$ cat src/rtl/ptc_pkg.sv
// Package for the paired timer control block: register map, fields, resets.
// Assumes a 32-bit APB with word-aligned registers.
package ptc_pkg;

	// ----------------------------------------------------------------
	// Register offsets (byte addresses)
	// ----------------------------------------------------------------
	localparam logic [7:0] PTC_OFF_CTRL     = 8'h00;
	localparam logic [7:0] PTC_OFF_UCTRL    = 8'h04;
	localparam logic [7:0] PTC_OFF_PER_LO   = 8'h08;
	localparam logic [7:0] PTC_OFF_PER_HI   = 8'h0C;
	localparam logic [7:0] PTC_OFF_CNT_LO   = 8'h10;
	localparam logic [7:0] PTC_OFF_CNT_HI   = 8'h14;
	localparam logic [7:0] PTC_OFF_IRQ_STAT = 8'h18;
	localparam logic [7:0] PTC_OFF_IRQ_MASK = 8'h1C;

	// ----------------------------------------------------------------
	// Control field positions and masks
	// ----------------------------------------------------------------
	localparam int PTC_BIT_RUN   = 15;
	localparam int PTC_BIT_IDLE  = 13;
	localparam int PTC_BIT_GATE  = 6;
	localparam int PTC_BIT_PS_LO = 4;
	localparam int PTC_BIT_JOIN  = 3;
	localparam int PTC_BIT_CKSRC = 1;
	localparam logic [15:0] PTC_CTRL_WMASK  = 16'hA07A;
	localparam logic [15:0] PTC_UCTRL_WMASK = 16'hA072;
	localparam logic [15:0] PTC_CTRL_RESET  = 16'h0000;
	localparam logic [15:0] PTC_PER_RESET   = 16'hFFFF;

	// Interrupt status bits: low match, high match (also 32-bit match)
	localparam int PTC_IRQ_LO = 0;
	localparam int PTC_IRQ_HI = 1;

	// Prescale terminal counts for 1, 8, 64, 256
	localparam logic [7:0] PTC_PS_DIV1   = 8'h00;
	localparam logic [7:0] PTC_PS_DIV8   = 8'h07;
	localparam logic [7:0] PTC_PS_DIV64  = 8'h3F;
	localparam logic [7:0] PTC_PS_DIV256 = 8'hFF;

	// Decoded control word
	typedef struct packed {
		logic       run;
		logic       idle_stop;
		logic       gate_accumulate;
		logic [1:0] prescale_select;
		logic       pair_join;
		logic       clock_source_select;
	} ptc_ctrl_s;

	function automatic ptc_ctrl_s ptc_decode(input logic [15:0] w);
		ptc_ctrl_s c;
		c.run                 = w[PTC_BIT_RUN];
		c.idle_stop           = w[PTC_BIT_IDLE];
		c.gate_accumulate     = w[PTC_BIT_GATE];
		c.prescale_select     = w[PTC_BIT_PS_LO +: 2];
		c.pair_join           = w[PTC_BIT_JOIN];
		c.clock_source_select = w[PTC_BIT_CKSRC];
		return c;
	endfunction : ptc_decode

endpackage : ptc_pkg

$ cat src/rtl/ptc_tick.sv
// One 16-bit timer's tick path: source select, gate, idle stop, prescale.
// Assumes pin inputs are already synchronised to pclk.
`timescale 1ns/100ps
module ptc_tick
	import ptc_pkg::*;
(
	input  wire logic      pclk,
	input  wire logic      presetn,
	input  wire ptc_ctrl_s ctrl,
	input  wire logic      idle_mode,
	input  wire logic      pin_s,
	input  wire logic      pin_rise,
	output logic           tick
);
	logic [7:0] div_r;
	logic [7:0] div_nxt;
	logic [7:0] term;
	logic       src;
	logic       halt;

	// ----------------------------------------------------------------
	// Source qualification
	// ----------------------------------------------------------------
	always_comb
	begin
		case (ctrl.prescale_select)
			2'b00:   term = PTC_PS_DIV1;
			2'b01:   term = PTC_PS_DIV8;
			2'b10:   term = PTC_PS_DIV64;
			default: term = PTC_PS_DIV256;
		endcase
		halt = !ctrl.run || (ctrl.idle_stop && idle_mode);           // see R7
		if (ctrl.clock_source_select)
			src = pin_rise;
		else if (ctrl.gate_accumulate)
			src = pin_s;
		else
			src = 1'b1;
		div_nxt = div_r;
		tick    = 1'b0;
		if (halt)
			div_nxt = 8'h00;                                         // Fresh division on restart
		else if (src)
		begin
			if (div_r >= term)
			begin
				div_nxt = 8'h00;
				tick    = 1'b1;
			end
			else
				div_nxt = div_r + 8'h01;
		end
	end

	// Prescaler state
	always_ff @(posedge pclk or negedge presetn)
		if (!presetn)
			div_r <= 8'h00;
		else
			div_r <= div_nxt;

endmodule : ptc_tick

$ cat src/rtl/ptc_top.sv
// Paired 16-bit timers with APB registers, joinable into one 32-bit timer.
// Assumes a 20 MHz pclk; pins and idle_mode are asynchronous to it.
//
// Contract
// Idle-stop bit halts timer during Idle
// Gate bit counts only while gate active
// Join bit forms one 32-bit timer
// Source bit picks pin edges or pclk
// Unimplemented control bits read zero
// Prescale divides by 1, 8, 64, 256
// Run bit starts and stops timer
// Lower word low, upper word high
// Joined: upper control ignored, upper flag
`timescale 1ns/100ps
module ptc_top
	import ptc_pkg::*;
(
	input  wire logic        pclk,
	input  wire logic        presetn,
	input  wire logic        psel,
	input  wire logic        penable,
	input  wire logic        pwrite,
	input  wire logic [7:0]  paddr,
	input  wire logic [31:0] pwdata,
	output logic [31:0]      prdata,
	output logic             pready,
	output logic             pslverr,
	input  wire logic        idle_mode,
	input  wire logic        external_count_pin,
	input  wire logic        upper_count_pin,
	output logic             irq
);
	// ----------------------------------------------------------------
	// Pin synchronisers
	// ----------------------------------------------------------------
	logic [2:0] sync1_r;
	logic [2:0] sync2_r;
	logic [1:0] sync3_r;                                             // Idle level needs no edge stage
	logic [2:0] sync1_nxt;

	// First stage feeds only the second stage
	always_comb
	begin
		sync1_nxt = {idle_mode, upper_count_pin, external_count_pin};
	end

	always_ff @(posedge pclk or negedge presetn)
		if (!presetn)
		begin
			sync1_r <= 3'h0;
			sync2_r <= 3'h0;
			sync3_r <= 2'h0;
		end
		else
		begin
			sync1_r <= sync1_nxt;
			sync2_r <= sync1_r;
			sync3_r <= sync2_r[1:0];
		end

	logic lo_rise;
	logic hi_rise;
	assign lo_rise = sync2_r[0] && !sync3_r[0];
	assign hi_rise = sync2_r[1] && !sync3_r[1];

	// ----------------------------------------------------------------
	// Register state
	// ----------------------------------------------------------------
	logic [15:0] ctrl_r,   ctrl_nxt;
	logic [15:0] uctrl_r,  uctrl_nxt;
	logic [15:0] per_lo_r, per_lo_nxt;
	logic [15:0] per_hi_r, per_hi_nxt;
	logic [15:0] cnt_lo_r, cnt_lo_nxt;
	logic [15:0] cnt_hi_r, cnt_hi_nxt;
	logic [1:0]  stat_r,   stat_nxt;
	logic [1:0]  mask_r,   mask_nxt;
	logic [31:0] rdata_r,  rdata_nxt;
	logic        err_r,    err_nxt;

	ptc_ctrl_s lo_ctrl;
	ptc_ctrl_s hi_ctrl;
	logic      tick_lo;
	logic      tick_hi;
	logic      joined;

	assign lo_ctrl = ptc_decode(ctrl_r);
	assign joined  = lo_ctrl.pair_join;
	// Joined pair ignores the upper control word entirely
	assign hi_ctrl = joined ? '0 : ptc_decode(uctrl_r);

	// ----------------------------------------------------------------
	// Tick paths
	// ----------------------------------------------------------------
	ptc_tick u_tick_lo (
		.pclk      (pclk),
		.presetn   (presetn),
		.ctrl      (lo_ctrl),
		.idle_mode (sync2_r[2]),
		.pin_s     (sync2_r[0]),
		.pin_rise  (lo_rise),
		.tick      (tick_lo)
	);

	ptc_tick u_tick_hi (
		.pclk      (pclk),
		.presetn   (presetn),
		.ctrl      (hi_ctrl),
		.idle_mode (sync2_r[2]),
		.pin_s     (sync2_r[1]),
		.pin_rise  (hi_rise),
		.tick      (tick_hi)
	);

	// ----------------------------------------------------------------
	// APB access: one wait-free access phase
	// ----------------------------------------------------------------
	logic wr_en;
	logic rd_en;
	logic hit;
	assign pready  = 1'b1;
	assign wr_en   = psel && penable && pwrite;
	assign rd_en   = psel && !penable && !pwrite;
	assign prdata  = rdata_r;
	assign pslverr = err_r && psel && penable;
	assign irq     = |(stat_r & mask_r);

	// Address decode and read mux
	always_comb
	begin
		hit       = 1'b1;
		rdata_nxt = rdata_r;
		if (paddr == PTC_OFF_CTRL)
			rdata_nxt = {16'h0000, ctrl_r};
		else if (paddr == PTC_OFF_UCTRL)
			rdata_nxt = {16'h0000, uctrl_r};
		else if (paddr == PTC_OFF_PER_LO)
			rdata_nxt = {16'h0000, per_lo_r};
		else if (paddr == PTC_OFF_PER_HI)
			rdata_nxt = {16'h0000, per_hi_r};
		else if (paddr == PTC_OFF_CNT_LO)
			rdata_nxt = {16'h0000, cnt_lo_r};
		else if (paddr == PTC_OFF_CNT_HI)
			rdata_nxt = {16'h0000, cnt_hi_r};
		else if (paddr == PTC_OFF_IRQ_STAT)
			rdata_nxt = {30'h00000000, stat_r};
		else if (paddr == PTC_OFF_IRQ_MASK)
			rdata_nxt = {30'h00000000, mask_r};
		else
		begin
			hit       = 1'b0;
			rdata_nxt = 32'h00000000;                                // Unmapped reads zero
		end
		if (!rd_en)
			rdata_nxt = rdata_r;
		err_nxt   = (psel && !penable) ? !hit : err_r;
	end

	// ----------------------------------------------------------------
	// Counters, compare, registers
	// ----------------------------------------------------------------
	logic [31:0] cnt32;
	logic [31:0] per32;
	logic        m32;
	logic        m_lo;
	logic        m_hi;
	logic [1:0]  ev;
	assign cnt32 = {cnt_hi_r, cnt_lo_r};
	assign per32 = {per_hi_r, per_lo_r};
	assign m32   = tick_lo && (cnt32 == per32);
	assign m_lo  = tick_lo && (cnt_lo_r == per_lo_r);
	assign m_hi  = tick_hi && (cnt_hi_r == per_hi_r);

	always_comb
	begin
		ctrl_nxt   = ctrl_r;
		uctrl_nxt  = uctrl_r;
		per_lo_nxt = per_lo_r;
		per_hi_nxt = per_hi_r;
		cnt_lo_nxt = cnt_lo_r;
		cnt_hi_nxt = cnt_hi_r;
		mask_nxt   = mask_r;
		ev         = 2'b00;
		// Counting
		if (joined)
		begin
			if (tick_lo)
			begin
				{cnt_hi_nxt, cnt_lo_nxt} = m32 ? 32'h00000000 : cnt32 + 32'h00000001;
				ev[PTC_IRQ_HI] = m32;
			end
		end
		else
		begin
			if (tick_lo)
				cnt_lo_nxt = m_lo ? 16'h0000 : cnt_lo_r + 16'h0001;
			if (tick_hi)
				cnt_hi_nxt = m_hi ? 16'h0000 : cnt_hi_r + 16'h0001;
			ev[PTC_IRQ_LO] = m_lo;
			ev[PTC_IRQ_HI] = m_hi;
		end
		stat_nxt = stat_r;
		// Software writes; counter writes override a same-cycle tick
		if (wr_en)
		begin
			if (paddr == PTC_OFF_CTRL)
				ctrl_nxt = pwdata[15:0] & PTC_CTRL_WMASK;            // see R5
			else if (paddr == PTC_OFF_UCTRL)
				uctrl_nxt = pwdata[15:0] & PTC_UCTRL_WMASK;
			else if (paddr == PTC_OFF_PER_LO)
				per_lo_nxt = pwdata[15:0];
			else if (paddr == PTC_OFF_PER_HI)
				per_hi_nxt = pwdata[15:0];
			else if (paddr == PTC_OFF_CNT_LO)
				cnt_lo_nxt = pwdata[15:0];
			else if (paddr == PTC_OFF_CNT_HI)
				cnt_hi_nxt = pwdata[15:0];
			else if (paddr == PTC_OFF_IRQ_STAT)
				stat_nxt = stat_r & ~pwdata[1:0];
			else if (paddr == PTC_OFF_IRQ_MASK)
				mask_nxt = pwdata[1:0];
		end
		stat_nxt = stat_nxt | ev;                                    // Set beats clear
	end

	// Register bank
	always_ff @(posedge pclk or negedge presetn)
		if (!presetn)
		begin
			ctrl_r   <= PTC_CTRL_RESET;
			uctrl_r  <= PTC_CTRL_RESET;
			per_lo_r <= PTC_PER_RESET;
			per_hi_r <= PTC_PER_RESET;
			cnt_lo_r <= 16'h0000;
			cnt_hi_r <= 16'h0000;
			stat_r   <= 2'h0;
			mask_r   <= 2'h0;
			rdata_r  <= 32'h00000000;
			err_r    <= 1'b0;
		end
		else
		begin
			ctrl_r   <= ctrl_nxt;
			uctrl_r  <= uctrl_nxt;
			per_lo_r <= per_lo_nxt;
			per_hi_r <= per_hi_nxt;
			cnt_lo_r <= cnt_lo_nxt;
			cnt_hi_r <= cnt_hi_nxt;
			stat_r   <= stat_nxt;
			mask_r   <= mask_nxt;
			rdata_r  <= rdata_nxt;
			err_r    <= err_nxt;
		end

endmodule : ptc_top

$ cat config.mk
export PLATFORM = sky130hd
export DESIGN_NAME = ptc_top
export DESIGN_NICKNAME = d
export VERILOG_FILES = /design/src/rtl/ptc_pkg.sv /design/src/rtl/ptc_tick.sv /design/src/rtl/ptc_top.sv
export SDC_FILE = /design/constraint.sdc
export NUM_CORES = 1
export LEC_CHECK = 0
export ABC_AREA = 1
export BUFFER_PORTS_ARGS = -buffer_cell sky130_fd_sc_hd__buf_2
export CAP_MARGIN = 20
export CELL_PAD_IN_SITES_DETAIL_PLACEMENT = 1
export CELL_PAD_IN_SITES_GLOBAL_PLACEMENT = 2
export CORE_MARGIN = 4
export CORE_UTILIZATION = 34
export CTS_CLUSTER_SIZE = 30
export DETAILED_ROUTE_END_ITERATION = 10
export PLACE_DENSITY = 0.86
export SETUP_SLACK_MARGIN = 0.02
export SLEW_MARGIN = 20
export SYNTH_ARGS = -nofsm -noshare
export SYNTH_HDL_FRONTEND = slang
export SYNTH_HIERARCHICAL = 1
export SYNTH_SLANG_ARGS = --single-unit
$ cat constraint.sdc
create_clock -name pclk -period 3.8 [get_ports pclk]
set_input_delay 0.19 -clock pclk [delete_from_list [all_inputs] [get_ports pclk]]
set_output_delay 0.19 -clock pclk [all_outputs]
set_load 0.05 [all_outputs]
**Word-level counts from Yosys, hierarchy flattened**

Index checks and enable logic that the tools add are counted.

- Add/sub/neg operators: 5
- Order comparisons: 2
- Equal/unequal tests: 14
- Muxes and demuxes: 68
- Bitwise gates (word level): 11
- Reductions and logical operators: 33

Operator list:

| operator | number |
|---|---|
| 16-bit two-way mux | 26 |
| 32-bit two-way mux | 2 |
| 8-bit two-way mux | 6 |
| 8-bit case mux with 3 select lines | 2 |
| 16-bit by 1-bit adder with 16-bit output (second input constant) | 2 |
| 32-bit by 1-bit adder with 32-bit output (second input constant) | 1 |
| 16-bit equality test | 2 |
| 32-bit equality test | 1 |
| 8-bit by 5-bit equality test with 1-bit output (second input constant) | 4 |
| 1-bit two-way mux | 21 |
| 2-bit two-way mux | 10 |
| 8-bit by 1-bit adder with 8-bit output (second input constant) | 2 |
| 8-bit by 4-bit equality test with 1-bit output (second input constant) | 2 |
| 8-bit >= comparator | 2 |
| 1-bit logical AND | 13 |
| 9-bit AND reduction | 1 |
| 8-bit by 3-bit equality test with 1-bit output (second input constant) | 1 |
| 8-bit logical NOT | 1 |
| 1-bit logical NOT | 7 |
| 7-bit two-way mux | 1 |
| 1-bit inverter | 7 |
| 5-bit AND reduction | 1 |
| 2-bit bitwise AND | 2 |
| 2-bit by 1-bit equality test with 1-bit output (second input constant) | 2 |
| other kinds (10) | 14 |

- Register bits: 138
- Output and inout bits: 35
- Logic and storage cells: 148

**Logic depth before layout (Yosys ltp)**

- Depth after elaboration: 18
- Mapped depth: 23
- Gate-level depth less buffers: 23

**Modules after synthesis**

Netlist, hierarchy kept.

By module, submodules not included:

| module | times used | cells an instance | area an instance (um^2) | sequential area each (um^2) |
|---|---|---|---|---|
| ptc_top | 1 | 1076 | 7357.1 | 2692.6 |
| ptc_tick | 2 | 97 | 690.7 | 200.2 |

**Worst setup path before layout**

No wires, ideal clock.

- Kind: register to register
- Start point: register ctrl_r[3]
- End point: register cnt_hi_r[8]
- Library setup time: 0.077 ns
- Data arrival time: 2.906 ns
- Setup slack: 0.816 ns
- Cell stages (with the launch flop): 20
- Path buffers: 1
- Period minus slack after synthesis: 2.984 ns
- Path through: dfrtp_1 clkbuf_1 nor2_1 nand2_1 ha_1 nand2_1 inv_1 nand2_1 nor2_1 nand2_2 a21boi_1 nand2_1 nor2_1 nand2_1 nor2_1 xor2_1 nand3_1 nand2_1 inv_1 a21oi_1

RTL lines:

| what | RTL line | RTL |
|---|---|---|
| start: declaration | ptc_top.sv:69 | `logic [15:0] ctrl_r, ctrl_nxt;` |
| start signal: assignment | ptc_top.sv:242 | `ctrl_r <= ctrl_nxt;` |
| end signal: assignment | ptc_top.sv:247 | `cnt_hi_r <= cnt_hi_nxt;` |
| end: declaration | ptc_top.sv:74 | `logic [15:0] cnt_hi_r, cnt_hi_nxt;` |

**Final worst setup path**

- Start point: register ctrl_r[5]
- End point: register cnt_hi_r[9]

- Longest elaborated chain between the ends: 17
- Elaborated cells between the ends (all ways): 19
- Classes of those cells: 1 x order compare; 2 x eq/ne; 14 x mux; 2 x reduce/logical

RTL lines:

| what | RTL line | RTL |
|---|---|---|
| 2-bit equality test (tied with other cells) | ptc_tick.sv:26 | `case (ctrl.prescale_select)` |
| 8-bit case mux with 3 select lines (*) | ptc_tick.sv:26 |  |
| 8-bit >= comparator (*) | ptc_tick.sv:45 | `if (div_r >= term)` |
| 1-bit two-way mux (*) | ptc_tick.sv:45 |  |
| 1-bit two-way mux (*) | ptc_tick.sv:43 | `else if (src)` |
| 1-bit two-way mux (*) | ptc_tick.sv:41 | `if (halt)` |
| named net tick_lo | ptc_top.sv:82 | `logic tick_lo;` |
| 1-bit logical AND | ptc_top.sv:169 | `assign m32 = tick_lo && (cnt32 == per32);` |
| [... 3 more ...] | -- |  |
| 16-bit two-way mux | ptc_top.sv:215 | `else if (paddr == PTC_OFF_CNT_HI)` |
| 16-bit two-way mux | ptc_top.sv:213 | `else if (paddr == PTC_OFF_CNT_LO)` |
| 16-bit two-way mux | ptc_top.sv:211 | `else if (paddr == PTC_OFF_PER_HI)` |
| 16-bit two-way mux | ptc_top.sv:209 | `else if (paddr == PTC_OFF_PER_LO)` |
| 16-bit two-way mux | ptc_top.sv:207 | `else if (paddr == PTC_OFF_UCTRL)` |
| 16-bit two-way mux | ptc_top.sv:205 | `if (paddr == PTC_OFF_CTRL)` |
| 16-bit two-way mux (*) | ptc_top.sv:203 | `if (wr_en)` |
| named net cnt_hi_nxt[9] | ptc_top.sv:74 |  |

The timed path passes the listed nets; every way through them passes the cells marked *.
A chain may end at the register's enable or synchronous reset.

==> metrics.md <==
| Metric | Value |
|---|---|
| Status | finished clean |
| Crit-path slowest cell | nor2_1 |
| Gpl congestion | 0.902 |
| Detailed placement HPWL | approximately 23000 um |
| Reg-to-reg slack, setup | 630 ps |
| Cell area after synthesis | between 0.008 and 0.009 mm^2 |
| Core Region | ~0.025 mm^2 |
| Syn avg cell area | around 6.9 um^2 |
| Worst reg-to-reg path cell count | 14 |
| CP Buf/Inv Count | 1 |
| Routed wire length | 31100 um |
| Slew margin rel. | 0.308 |
| Count of cell types in the netlist | between 40 and 50 |
| Syn Inst Count | 1270 |
| Ant. Diodes | 0 |
| Synth async-reset ratio | 1.00 |
| Setup Skew | 11.3 ps |
| Worst-Skew Late Latency | roughly 430 ps |
| Postcts setup bufs | 0 |
| DR DRC count | 0 |
| Die height | between 150 and 200 um |
| WP data arrival | about 3500 ps |
| Setup WS post-layout | 630 ps |
| FF-to-FF Start | ctrl_r[5] |
| Max H-tree Level | 4 |
| CTS buffer count | 17 |
| Largest net degree at the start of global routing | 95 |
| Setup TNS | 0 ps |
| Worst setup SP type | flop |
| Initial antenna violation count | 0 |
| Hold Path End | per_hi_r[14] |
| Hold Crit Start | pwdata[14] |
| Row count | between 50 and 60 |
| Dpl cells | 1623 |
| Sequential area share after synthesis | 0.354 |
| GRT Residual Overflow | 0 |
| Post-route ant nets | 0 |
| Total number of vias | about 8400 |
| Die ar. | between 0.02 and 0.03 mm^2 |
| Crit. End Element | flop |
| Fin cells | 1659 |
| CP peak stage delay | between 700 and 800 ps |
| RSZ-0062 raised after global routing | no |
| Pwr/cell area | 485 mW/mm^2 |
| Vias in the first global route | around 8600 |
| IO Count | just over 80 |
| Layout cells sized above 1 | 0.166 |
| Top FF cell, synth | dfrtp_1 |
| CTS clk-pin slew, worst paths | 70 ps |
| GR Util All Layers | 0.221 |
| TritonCTS Sinks | roughly 120 |
| Hold-fix buffers at CTS | 4 |
| Die width | about 170 um |
| Synthesized flop and latch total | approximately 120 |
| Worst-case clock buffer depth | 2 |
| Root buf cell | clkbuf_16 |
| Slew Limit Fails | 0 |
| Fmax | roughly 0.32 GHz |
| Area Overhead vs Synth | 13.0% |
| Pwr Total | 4.80 mW |
| Port Buffer Count | 49 |
| Worst-Margin Slew | roughly 1000 ps |
| First-pass GRT wire length | about 49000 um |
| TritonRoute pass-1 iters | 5 |
| Final period utilization | 0.834 |
| TritonCTS clock tree | yes |
| Peak supply drop | ~0.00027 V |
| Setup-failing EPs final | 0 |
| Worst path top cell family by delay | simple AND/OR/NAND/NOR gates |
| Setup CP Type | reg -> reg |
| Critical Path Source | ctrl_r[5] |
| Cell count of the worst hold path | 3 |
| Nets | between 1000 and 1500 |
| Critical path peak fanout | 11 |
| Final hold vios | 0 |
| Synth Warn # | 6 |
| PostCTS Resize Cnt | 0 |
| Wire per inst | approximately 19 um |
| Number of flops mapped to enable cells by yosys | 0 |
| DP Worst Slack | 605 ps |
| Worst path required time | approximately 4200 ps |
| Vias/cell | ~5.1 |
| Hold crit path type | in -> reg |
| Crit path time final | 3170 ps |
| Max_cap viols | 0 |
| Initial Util | 0.346 |
| Critical R2R Capture | cnt_hi_r[9] |
| Drt initial violations | roughly 580 |
| Crit-path cells | nand2_1 -> ha_1 -> a21oi_1 -> a21boi_2 -> a21boi_2 -> inv_1 -> a21oi_1 -> nand3_1 -> nor2_1 -> nand3_1 -> nor2_1 -> nor2_1 -> nand3_1 -> a21oi_1 |
| Leak Pwr | 4.81 nW |
## report_power, final
group	internal [mW]	total (mW)	switching, mW
combinational	0.425	1.34	0.912
sequential	1.45	1.74	0.296
clock	1.02	1.71	0.696
## per-stage QoR
step,cell area [um^2],util,hold WS [ps]
5_1_grt,9880,0.391,68.1
2_1_floorplan,8790,-,-106
3_3_place_gp,9230,0.365,302
6_report,9880,0.391,56.5
3_5_place_dp,9230,0.365,303
4_1_cts,9880,0.391,49.5
## registers in the layout, summed over array words and instances (netlist names), 3 cells and up
name and count:
u_tick_hi/div_r 8, cnt_hi_r 16, ctrl_r 7, prdata 16, sync1_r 3, u_tick_lo/div_r 8, per_lo_r 16, per_hi_r 16
cnt_lo_r 16, sync2_r 3, uctrl_r 6
## metal layers
metal	up-vias	global-route usage	part of all wire
met3	33	0.0362	0.040
met2	196	0.369	0.47
met4	0	0.0603	0.021
li1	4087	-	-
met5	-	0	0
met1	4120	0.297	0.47
## tightest hold or removal path, stage by stage
cell and delay (ps):
buf_2 140, inv_1 70, o21ai_0 80
## cell usage after synthesis, types with 3 or more instances
| cell type | instances | area share |
|---|---|---|
| a21oi_1 | 48 | 0.027 |
| a21oi_2 | 22 | 0.022 |
| a221oi_1 | 6 | 0.0060 |
| a22oi_1 | 6 | 0.0052 |
| buf_2 | 16 | 0.0092 |
| buf_4 | 20 | 0.017 |
| buf_6 | 5 | 0.0064 |
| clkbuf_1 | 11 | 0.0047 |
| clkinv_1 | 3 | 0.0013 |
| dfrtp_1 | 90 | 0.26 |
| dfstp_2 | 32 | 0.096 |
| ha_1 | 10 | 0.014 |
| inv_1 | 175 | 0.075 |
| inv_2 | 14 | 0.0060 |
| nand2_1 | 365 | 0.16 |
| nand2_2 | 10 | 0.0072 |
| nand2_4 | 3 | 0.0039 |
| nand3_1 | 67 | 0.038 |
| nand3_2 | 6 | 0.0069 |
| nand3b_1 | 4 | 0.0034 |
| nand4_1 | 38 | 0.027 |
| nor2_1 | 127 | 0.055 |
| nor2_2 | 13 | 0.0093 |
| nor2_4 | 8 | 0.010 |
| nor3_1 | 8 | 0.0046 |
| nor3_4 | 4 | 0.0074 |
| o211ai_1 | 7 | 0.0060 |
| o21ai_0 | 75 | 0.043 |
| o21ai_1 | 12 | 0.0069 |
| o22ai_1 | 6 | 0.0043 |
| xor2_1 | 32 | 0.032 |
## how the worst max path moves through the flow
stage          cells after the start      endpoint
5_1_grt                           14  cnt_hi_r[11]
2_1_floorplan                     19   cnt_hi_r[8]
3_3_place_gp                      14   cnt_hi_r[5]
3_5_place_dp                      14   cnt_hi_r[9]
4_1_cts                           14   cnt_hi_r[9]
6_report                          14   cnt_hi_r[9]
## placed cells by master (no fill, tap or decap), drive strengths merged
cell         count
xor2            32
inv            196
a21boi           6
o21a             1
nand4           40
bufinv           2
or2              1
nand2          378
nand3           75
clkinvlp         2
nor2           149
o22ai            6
clkinv           7
o221ai           1
ha              10
nor3            12
buf             63
dfrtp           90
and2             1
a21oi           70
dlygate4sd3      4
conb            17
dfstp           32
a31oi            1
o21ai           87
nor2b            2
xnor2            2
o211ai           7
a221oi           6
clkbuf          19
a22oi            6
nand3b           4
## layout make-up
type                            instances  area (um^2)
Multi-Input combinational cell        914         4630
Inverter                              194          732
Fill cell                            3291        15400
Clock inverter                         13          156
Tap cell                              330          413
Timing Repair Buffer                   67          397
Sequential cell                       122         3090
Clock buffer                           19          453
## kinds of logic (layout without fill, tap and decap cells)
kind of cell,Yosys count,in the layout,synth area share
other cells,2,17,0.000859
compound gates,191,191,0.132
fa+ha+maj,10,10,0.0143
buf+inv,249,293,0.123
xor+xnor,34,34,0.0341
simple gates,662,662,0.342
flops,122,122,0.354
Note: power is estimated with default switching activity, not from simulation.
